[src/logic/reset_mode_pkg.sv]
`default_nettype none
package reset_mode_pkg;

  // ----------------------------------------------------------------
  // Switch mode codes
  // ----------------------------------------------------------------
  localparam logic [3:0] MODE_SINGLE          = 4'h0;
  localparam logic [3:0] MODE_SINGLE_EE       = 4'h1;
  localparam logic [3:0] MODE_UP0             = 4'h8;
  localparam logic [3:0] MODE_UP2             = 4'h9;
  localparam logic [3:0] MODE_UP0_EE          = 4'hA;
  localparam logic [3:0] MODE_UP2_EE          = 4'hB;
  localparam logic [3:0] MODE_MULTI           = 4'hC;
  localparam logic [3:0] MODE_MULTI_EE        = 4'hD;

  // ----------------------------------------------------------------
  // Timing
  // ----------------------------------------------------------------
  localparam int CLK_PERIOD_NS   = 100;
  localparam int RESET_PROC_NS   = 1000;
  localparam int RESET_PROC_CYC  = (RESET_PROC_NS + CLK_PERIOD_NS - 1) / CLK_PERIOD_NS;
  localparam int CNT_W           = 8;

  // ----------------------------------------------------------------
  // Decoded configuration
  // ----------------------------------------------------------------
  typedef struct packed {
    logic valid;
    logic multi_partition;
    logic eeprom_init;
    logic fixed_upstream;
    logic upstream_port2;
    logic port0_disable;
    logic port2_disable;
  } mode_cfg_t;

  localparam mode_cfg_t MODE_CFG_NONE = '0;

  // ----------------------------------------------------------------
  // Sequencer states
  // ----------------------------------------------------------------
  typedef enum logic [3:0] {
    ST_RESET   = 4'h1,
    ST_PROC    = 4'h2,
    ST_HALT    = 4'h4,
    ST_RUN     = 4'h8
  } seq_state_t;

  typedef struct packed {
    logic core_reset;
    logic mgmt_enable;
    logic halted;
  } seq_out_t;

endpackage
`default_nettype wire

[src/logic/switch_reset_mode_control.sv]
`default_nettype none
module switch_reset_mode_control
  import reset_mode_pkg::*;
#(
  parameter int PROC_CYCLES = RESET_PROC_CYC    // Reset procedure length in clocks
)
(
  input  wire logic       mclk,                 // System clock 10 MHz
  input  wire logic       rst,                  // Async reset, active high
  input  wire logic       fundamental_reset_n,  // Fundamental reset, active low
  input  wire logic       reset_halt_request,   // Halt after reset procedure
  input  wire logic [3:0] switch_mode_strap,    // Mode straps
  input  wire logic       halt_bit_clear,       // Master cleared halt bit
  output logic            core_reset,           // Holds core logic in reset
  output logic            pcie_fund_reset,      // Fundamental reset in progress
  output logic            mgmt_bus_enable,      // Master and slave buses active
  output logic            reg_access_enable,    // Register access allowed
  output logic            halted,               // Halt bit state
  output mode_cfg_t       mode_cfg              // Captured mode decode
);

  // ----------------------------------------------------------------
  // State
  // ----------------------------------------------------------------
  seq_state_t       state_r, state_nxt;
  logic [CNT_W-1:0] cnt_r, cnt_nxt;
  logic             proc_done;
  logic [3:0]       mode_r, mode_nxt;
  logic             halt_req_r, halt_req_nxt;
  seq_out_t         out_r, out_nxt;
  logic             fund_r, fund_nxt;
  mode_cfg_t        cfg_r, cfg_nxt;
  mode_cfg_t        cfg_dec;

  // Decode the next code so the configuration shows at the capture edge
  switch_mode_decode i_switch_mode_decode
  (
    .code (mode_nxt),
    .cfg  (cfg_dec)
  );

  // ----------------------------------------------------------------
  // Sequencer
  // ----------------------------------------------------------------
  always_comb
  begin
    state_nxt = state_r;
    unique case (state_r)
      ST_RESET:
      begin
        if (fundamental_reset_n)
        begin
          state_nxt = ST_PROC;
        end
      end
      ST_PROC:
      begin
        if (proc_done)
        begin
          state_nxt = halt_req_r ? ST_HALT : ST_RUN;
        end
      end
      ST_HALT:
      begin
        if (halt_bit_clear)
        begin
          state_nxt = ST_RUN;
        end
      end
      ST_RUN:
      begin
        state_nxt = ST_RUN;
      end
    endcase
    if (!fundamental_reset_n)
    begin
      state_nxt = ST_RESET;
    end
  end

  always_ff @(posedge mclk or posedge rst)
  begin
    if (rst)
    begin
      state_r <= ST_RESET;
    end
    else
    begin
      state_r <= state_nxt;
    end
  end

  // ----------------------------------------------------------------
  // Reset procedure counter
  // ----------------------------------------------------------------
  always_comb
  begin
    proc_done = (cnt_r == CNT_W'(PROC_CYCLES - 1));
    cnt_nxt   = '0;
    if ((state_r == ST_PROC) && !proc_done && fundamental_reset_n)
    begin
      cnt_nxt = cnt_r + CNT_W'(1);
    end
  end

  always_ff @(posedge mclk or posedge rst)
  begin
    if (rst)
    begin
      cnt_r <= '0;
    end
    else
    begin
      cnt_r <= cnt_nxt;
    end
  end

  // ----------------------------------------------------------------
  // Strap and halt capture
  // ----------------------------------------------------------------
  always_comb
  begin
    mode_nxt     = mode_r;
    halt_req_nxt = halt_req_r;
    if ((state_r == ST_RESET) && fundamental_reset_n)
    begin
      mode_nxt     = switch_mode_strap;
      halt_req_nxt = reset_halt_request;
    end
    if ((state_r == ST_HALT) && halt_bit_clear)
    begin
      halt_req_nxt = 1'b0;
    end
    if (!fundamental_reset_n)
    begin
      mode_nxt     = MODE_SINGLE;
      halt_req_nxt = 1'b0;
    end
  end

  always_ff @(posedge mclk or posedge rst)
  begin
    if (rst)
    begin
      mode_r     <= MODE_SINGLE;
      halt_req_r <= 1'b0;
    end
    else
    begin
      mode_r     <= mode_nxt;
      halt_req_r <= halt_req_nxt;
    end
  end

  // ----------------------------------------------------------------
  // Output registers
  // ----------------------------------------------------------------
  always_comb
  begin
    out_nxt  = '0;
    fund_nxt = 1'b0;
    unique case (state_nxt)
      ST_RESET:
      begin
        out_nxt.core_reset  = 1'b1;
        out_nxt.mgmt_enable = 1'b0;
        out_nxt.halted      = 1'b0;
        fund_nxt            = 1'b1;
      end
      ST_PROC:
      begin
        out_nxt.core_reset  = 1'b1;
        out_nxt.mgmt_enable = 1'b0;
        out_nxt.halted      = 1'b0;
        fund_nxt            = 1'b1;
      end
      ST_HALT:
      begin
        out_nxt.core_reset  = 1'b1;
        out_nxt.mgmt_enable = 1'b1;
        out_nxt.halted      = 1'b1;
        fund_nxt            = 1'b0;
      end
      ST_RUN:
      begin
        out_nxt.core_reset  = 1'b0;
        out_nxt.mgmt_enable = 1'b1;
        out_nxt.halted      = 1'b0;
        fund_nxt            = 1'b0;
      end
    endcase
    cfg_nxt = (state_nxt == ST_RESET) ? MODE_CFG_NONE : cfg_dec;
  end

  always_ff @(posedge mclk or posedge rst)
  begin
    if (rst)
    begin
      out_r  <= '{core_reset: 1'b1, mgmt_enable: 1'b0, halted: 1'b0};
      fund_r <= 1'b1;
      cfg_r  <= MODE_CFG_NONE;
    end
    else
    begin
      out_r  <= out_nxt;
      fund_r <= fund_nxt;
      cfg_r  <= cfg_nxt;
    end
  end

  // ----------------------------------------------------------------
  // Outputs
  // ----------------------------------------------------------------
  assign core_reset        = out_r.core_reset;
  assign pcie_fund_reset   = fund_r;
  assign mgmt_bus_enable   = out_r.mgmt_enable;
  assign reg_access_enable = out_r.mgmt_enable;
  assign halted            = out_r.halted;
  assign mode_cfg          = cfg_r;

endmodule
`default_nettype wire

[src/logic/switch_mode_decode.sv]
`default_nettype none
module switch_mode_decode
  import reset_mode_pkg::*;
(
  input  wire logic [3:0] code,  // Next mode code, before capture
  output mode_cfg_t       cfg    // Decoded configuration
);

  always_comb
  begin
    cfg = MODE_CFG_NONE;
    unique case (code)
      MODE_SINGLE:
      begin
        cfg.valid = 1'b1;
      end
      MODE_SINGLE_EE:
      begin
        cfg.valid       = 1'b1;
        cfg.eeprom_init = 1'b1;
      end
      MODE_UP0, MODE_UP0_EE:
      begin
        cfg.valid          = 1'b1;
        cfg.fixed_upstream = 1'b1;
        cfg.port2_disable  = 1'b1;
        cfg.eeprom_init    = (code == MODE_UP0_EE);
      end
      MODE_UP2, MODE_UP2_EE:
      begin
        cfg.valid          = 1'b1;
        cfg.fixed_upstream = 1'b1;
        cfg.upstream_port2 = 1'b1;
        cfg.port0_disable  = 1'b1;
        cfg.eeprom_init    = (code == MODE_UP2_EE);
      end
      MODE_MULTI, MODE_MULTI_EE:
      begin
        cfg.valid           = 1'b1;
        cfg.multi_partition = 1'b1;
        cfg.eeprom_init     = (code == MODE_MULTI_EE);
      end
      default:
      begin
        cfg = MODE_CFG_NONE;
      end
    endcase
  end

endmodule
`default_nettype wire

[config.mk]
export PLATFORM = sky130hd
export DESIGN_NAME = switch_reset_mode_control
export DESIGN_NICKNAME = d
export VERILOG_FILES = /design/src/logic/reset_mode_pkg.sv /design/src/logic/switch_reset_mode_control.sv /design/src/logic/switch_mode_decode.sv
export SDC_FILE = /design/constraint.sdc
export NUM_CORES = 1
export LEC_CHECK = 0
export BUFFER_PORTS_ARGS = -buffer_cell sky130_fd_sc_hd__buf_2
export CORE_MARGIN = 10
export CORE_UTILIZATION = 49
export CTS_CLUSTER_SIZE = 10
export DETAILED_ROUTE_END_ITERATION = 12
export GPL_TIMING_DRIVEN = 0
export PLACE_DENSITY = 0.85
export SYNTH_ARGS = -nofsm -noshare
export SYNTH_HDL_FRONTEND = slang
export SYNTH_SLANG_ARGS = --single-unit
export TNS_END_PERCENT = 50
[constraint.sdc]
create_clock -name mclk -period 1.5 [get_ports mclk]
set_input_delay 0.15 -clock mclk [delete_from_list [all_inputs] [get_ports mclk]]
set_output_delay 0.15 -clock mclk [all_outputs]
set_load 0.005 [all_outputs]
# Word-level counts from Yosys, hierarchy flattened
# Index checks and enable logic that the tools add are counted.
[classes]
n_addsub = 1
n_mul = 0
n_div = 0
n_lt_le_gt_ge = 0
eq_ne = 17
shift = 0
muxes = 20
bitwise_logic = 0
reduce_logical = 13
[ops]
columns = ["cell", "n"]
rows = [
  ["4-bit equality test (second input constant)", 8],
  ["4-bit 2-to-1 mux", 6],
  ["4-bit case mux with 4 select lines", 1],
  ["4-bit by 1-bit equality test with 1-bit output (second input constant)", 3],
  ["2-bit OR reduction", 5],
  ["3-bit case mux with 3 select lines", 1],
  ["8-bit by 1-bit adder with 8-bit output (second input constant)", 1],
  ["4-bit by 2-bit equality test with 1-bit output (second input constant)", 2],
  ["4-bit by 3-bit equality test with 1-bit output (second input constant)", 2],
  ["8-bit by 4-bit equality test with 1-bit output (second input constant)", 1],
  ["8-bit 2-to-1 mux", 1],
  ["8-bit OR reduction", 1],
  ["1-bit 2-to-1 mux", 7],
  ["7-bit 2-to-1 mux", 1],
  ["1-bit logical AND", 4],
  ["4-bit logical NOT", 1],
  ["1-bit case mux with 4 select lines", 1],
  ["4-bit OR reduction", 1],
  ["3-bit by 1-bit inequality test with 1-bit output (second input constant)", 1],
  ["2-bit 2-to-1 mux", 1],
  ["1-bit case mux with 2 select lines", 1],
  ["1-bit logical NOT", 1],
]
[totals]
ff_bits = 28
latchBits = 0
ram_bits = 0
mem_bits_ro = 0
input_bits = 9
output_inout_bits = 12
elab_cells = 66
mem_count = 0

# Depth between registers and ports, before layout
[logic_depth]
depth_word = 8
ltp_mapped = 5
mapped_depth_nobuf = 5

# Cells and area by module
# From an unflattened synthesis, not the netlist that was laid out.
[unflattened]
cells_unflattened = 122
hier_area_um2 = 1367.6
[modules_own_cells]
columns = ["module", "instances", "cells_per_inst", "area_each_um2", "seq_area_each_um2"]
rows = [
  ["switch_reset_mode_control", 1, 110, 1290.0, 704.4],
  ["switch_mode_decode", 1, 12, 77.6, 0.0],
]

# Least setup slack after synthesis
# OpenSTA, ideal clock, no wires.
[synth_path]
path_kind = "reg2reg"
startpoint = "register state_r[0]"
endpoint = "register cfg_r (netlist bit mode_cfg[4])"
setup_time_ps = 79
arrival_ps = 1372
t_required_ps = 1421
path_slack_ps = 49
stages_incl_launch_ff = 6
path_buffers = 1
period_less_slack_ps = 1451
path_cell_list = "dfstp_2 -> nor4b_4 -> buf_4 -> nand3_1 -> o21ai_2 -> mux2i_1"
[synth_rtl]
columns = ["element", "line_no", "rtl"]
rows = [
  ["start: declaration", "switch_reset_mode_control.sv:25", "seq_state_t state_r, state_nxt;"],
  ["start signal: assignment", "switch_reset_mode_control.sv:89", "state_r <= state_nxt;"],
  ["end signal: assignment", "switch_reset_mode_control.sv:207", "cfg_r <= cfg_nxt;"],
  ["end: declaration", "switch_reset_mode_control.sv:32", "mode_cfg_t cfg_r, cfg_nxt;"],
]

==> results.md <==
- Status: finished with violations
- Violated checks: negative setup slack
- Vias: 992
- Fin area: 1580 um^2
- Max Fclk: 0.6588 GHz
- H-tree depth: 1
- DRT iter0 DRCs: 40
- Clk slew on worst S/H paths: 140 ps
- Crit path max-delay cell type: dfstp_2
- # diodes: 0
- CTS Hold Bufs: 0
- Total CTS buffers: 3
- Area delta synth->final: 24.31%
- Worst Path Arrival: 1730 ps
- Hold Violations, Final: 0
- Post-synth EDFFs: 0
- Post-synthesis sequential area ratio: 53.44%
- Initial antenna violation count: 0
- CTS Sinks: 27
- Max Slew Vio Count: 0
- Min Tclk post-route: 1518 ps
- Synth Area per Inst: 11.35 um^2
- Setup violators final: 5
- Worst Tran Pin Value: 989.5 ps
- DRC viols: 0
- RSZ-0062 raised after global routing: true
- Synth Area in Simple Gates: 23.62%
- Period utilization: 101.2%
- Worst Skew: 6.023 ps
- Combinational share of power: 12.2%
- Synth top area share: 47.24%
- Cell taking the most area after synthesis: dfrtp_1
- Drt total wl: 2857 um
- DR WL/cell: 16.33 um
- Initial Util: 51.31%
- Placed Area: 1409 um^2
- Compound-Gate Fraction of Synth Area: 7.972%
- CP endpoint kind: flop
- Net Sw Frac: 24.04%
- Global route total overflow: 0
- Port bufs: 20
- WP data required: 1720 ps
- Die height: 70.94 um
- Final GP Congestion: 0.7869
- Final net count: 157
- Netlist cell types: 37
- Clock power share: 25.0%
- Peak VDD IR: 0.0006246 V
- Share of cells above drive strength 1: 39.31%
- Worst skew pair latency: 310 ps
- Primary FF master, synth: dfrtp_1
- Leak pwr: 0.7545 nW
- DIE WIDTH: 70.94 um
- TritonRoute pass-1 iters: 6
- CP Max Fanout: 6
- Via density per instance: 5.669
- Gr usage total: 9.954%
- First-pass GRT wire length: 4264 um
- DP HPWL: 1812 um
- Filler cells: 181
- Dpl ws: -101.4 ps
- Largest family of logic cells by synthesized area: simple AND/OR/NAND/NOR gates
- Number of cell rows: 18
- Pin count of the biggest net entering global routing: 28
- Cells after DPL: 162
- Critical path class: reg -> reg
- Slowest Stage Delay on Critical Path: 560 ps
- Internal: 0.9216 mW
- CTS max path bufs: 2
- PwrDens: 767.8 nW/um^2
- Post-Syn Instances: 112
- Fin cells: 175
- Mapped Nets: 123
- Top area cells in the synthesized netlist: dfrtp_1 47%, dfstp_2 6.2%, nor2_1 4.7%, mux2i_1 3.9%, xor2_1 3.4%
- Adder-Cell Fraction of Synth Area: 1.969%
- Min-delay worst type: in -> reg
- Ys async rst share: 100.0%
- Critical-path cell list: nor4b_4 > mux2_2 > nand3_1 > mux2i_1
- Synthesis-stage register bit count: 27
- Final worst slack: -17.83 ps
- TritonCTS clock tree: yes
- Clock Root Buffer: clkbuf_4
- Core Region: 2477 um^2
- Critical Path Start Type: flop
- Number of global-route vias before repair: 935
- Slew margin rel.: 33.96%
- Post-synthesis cell area: 1271 um^2
- Die area: 5032 um^2
- Ys Warns: 0
- Post-route ant nets: 0
- Max Cap Viol: 0
- Mux contribution to synthesized area: 4.823%
- NetSw: 0.2917 mW
- Top Ports: 21
- Synth Area in XOR/XNOR: 4.823%
- Seq pwr share: 62.8%
==> worst max-delay path: cells and delay by family, from the launching register on <==
| family | cells | cell delay (ps) |
|---|---|---|
| DFF | 1 | 560 |
| and+or+nand+nor | 2 | 360 |
| muxes | 2 | 490 |
==> cells in the final DEF (no fill, tap or decap), types with 3 or more instances in the layout <==
| cell type | n |
|---|---|
| mux2i_1 | 3 |
| nand3b_1 | 3 |
| inv_1 | 4 |
| nand2b_1 | 3 |
| nand3_1 | 7 |
| nand2_1 | 3 |
| xor2_1 | 5 |
| dfstp_2 | 3 |
| clkbuf_4 | 3 |
| buf_2 | 22 |
| dfrtp_2 | 3 |
| dfrtp_1 | 21 |
| buf_4 | 9 |
| nor2_1 | 15 |
==> layout make-up <==
| class | count | area (um^2) | area share (%) |
|---|---|---|---|
| Sequential cell | 27 | 683.2 | 43.23 |
| Buffer | 4 | 31.28 | 1.979 |
| Timing Repair Buffer | 28 | 157.7 | 9.976 |
| Inverter | 4 | 15.01 | 0.9501 |
| Tap cell | 30 | 37.54 | 2.375 |
| Multi-Input combinational cell | 78 | 629.4 | 39.83 |
| Clock buffer | 4 | 26.28 | 1.663 |
==> through the flow <==
| stage | power (mW) | hold WS, ps | utilization, % | TNS [ps] |
|---|---|---|---|---|
| after floorplan | 0.8495 | 200.5 | - | 0 |
| after global placement | 0.8852 | 375.8 | 56.87 | -289.5 |
| after detailed placement | 0.8915 | 378.2 | 56.87 | -581.0 |
| after CTS | 1.192 | 30.82 | 58.99 | -17.23 |
| after global routing | 1.269 | 48.93 | 63.79 | -1340 |
| final | 1.213 | 34.19 | 63.79 | -56.65 |
==> sequential cells by signal, summed over array words and instances, names as in the netlist <==
| signal | cells |
|---|---|
| core_reset | 1 |
| mode_cfg | 6 |
| halt_req_r | 1 |
| state_r | 4 |
| halted | 1 |
| mode_r | 4 |
| mgmt_bus_enable | 1 |
| cnt_r | 8 |
| pcie_fund_reset | 1 |
==> routing by layer <==
metal	track usage, %	share of wire [%]	up-vias
li1	-	-	458
met1	11.03	38	497
met2	17.80	55	29
met3	1.534	3.7	8
met4	5.161	2.9	0
met5	0	0	-
==> synth_stat cells, drive strengths merged, types with 3 or more instances <==
cell,number
buf,4
dfrtp,24
dfstp,3
inv,4
mux2i,5
nand2,3
nand2b,3
nand3,8
nand3b,4
nor2,16
o21ai,4
xor2,5
==> power groups by stage <==
| stage | Sequential, mW | Clock (mW) | Combinational [mW] |
|---|---|---|---|
| after CTS | 0.761 | 0.310 | 0.121 |
| after floorplan | 0.776 | 0 | 0.0733 |
| final | 0.762 | 0.303 | 0.148 |
| after detailed placement | 0.777 | 0 | 0.115 |
| after global routing | 0.765 | 0.338 | 0.166 |
| after global placement | 0.776 | 0 | 0.109 |
==> cells by family after synthesis <==
kind of cell | after synthesis
simple gates | 48
flops | 27
compound gates | 14
buf+inv | 8
xor+xnor | 7
mux | 6
fa+ha+maj | 2
==> path summary, 6_finish.rpt <==
| check | startpoint | to | slack (ps) | cells after the start |
|---|---|---|---|---|
| setup / recovery | state_r[0] | mode_cfg[4] | -20 | 4 |
| hold / removal | halt_bit_clear | halt_req_r | 30 | 2 |
| setup reg to reg | state_r[0] | mode_cfg[4] | -20 | 4 |
| hold reg to reg | cnt_r[0] | cnt_r[0] | 550 | 1 |
| max in group asynchronous | rst | state_r[2] | 790 | 2 |
| min in group asynchronous | rst | mode_cfg[3] | 40 | 2 |
==> repair_timing <==
action,in CTS,in global routing
resized for setup,4,13
pin swaps,0,7
cloned,0,2
hold endpoints to repair,0,0
endpoints found under the setup margin,19,24
buffers inserted,2,5
Note: power is estimated with default switching activity, not from simulation.
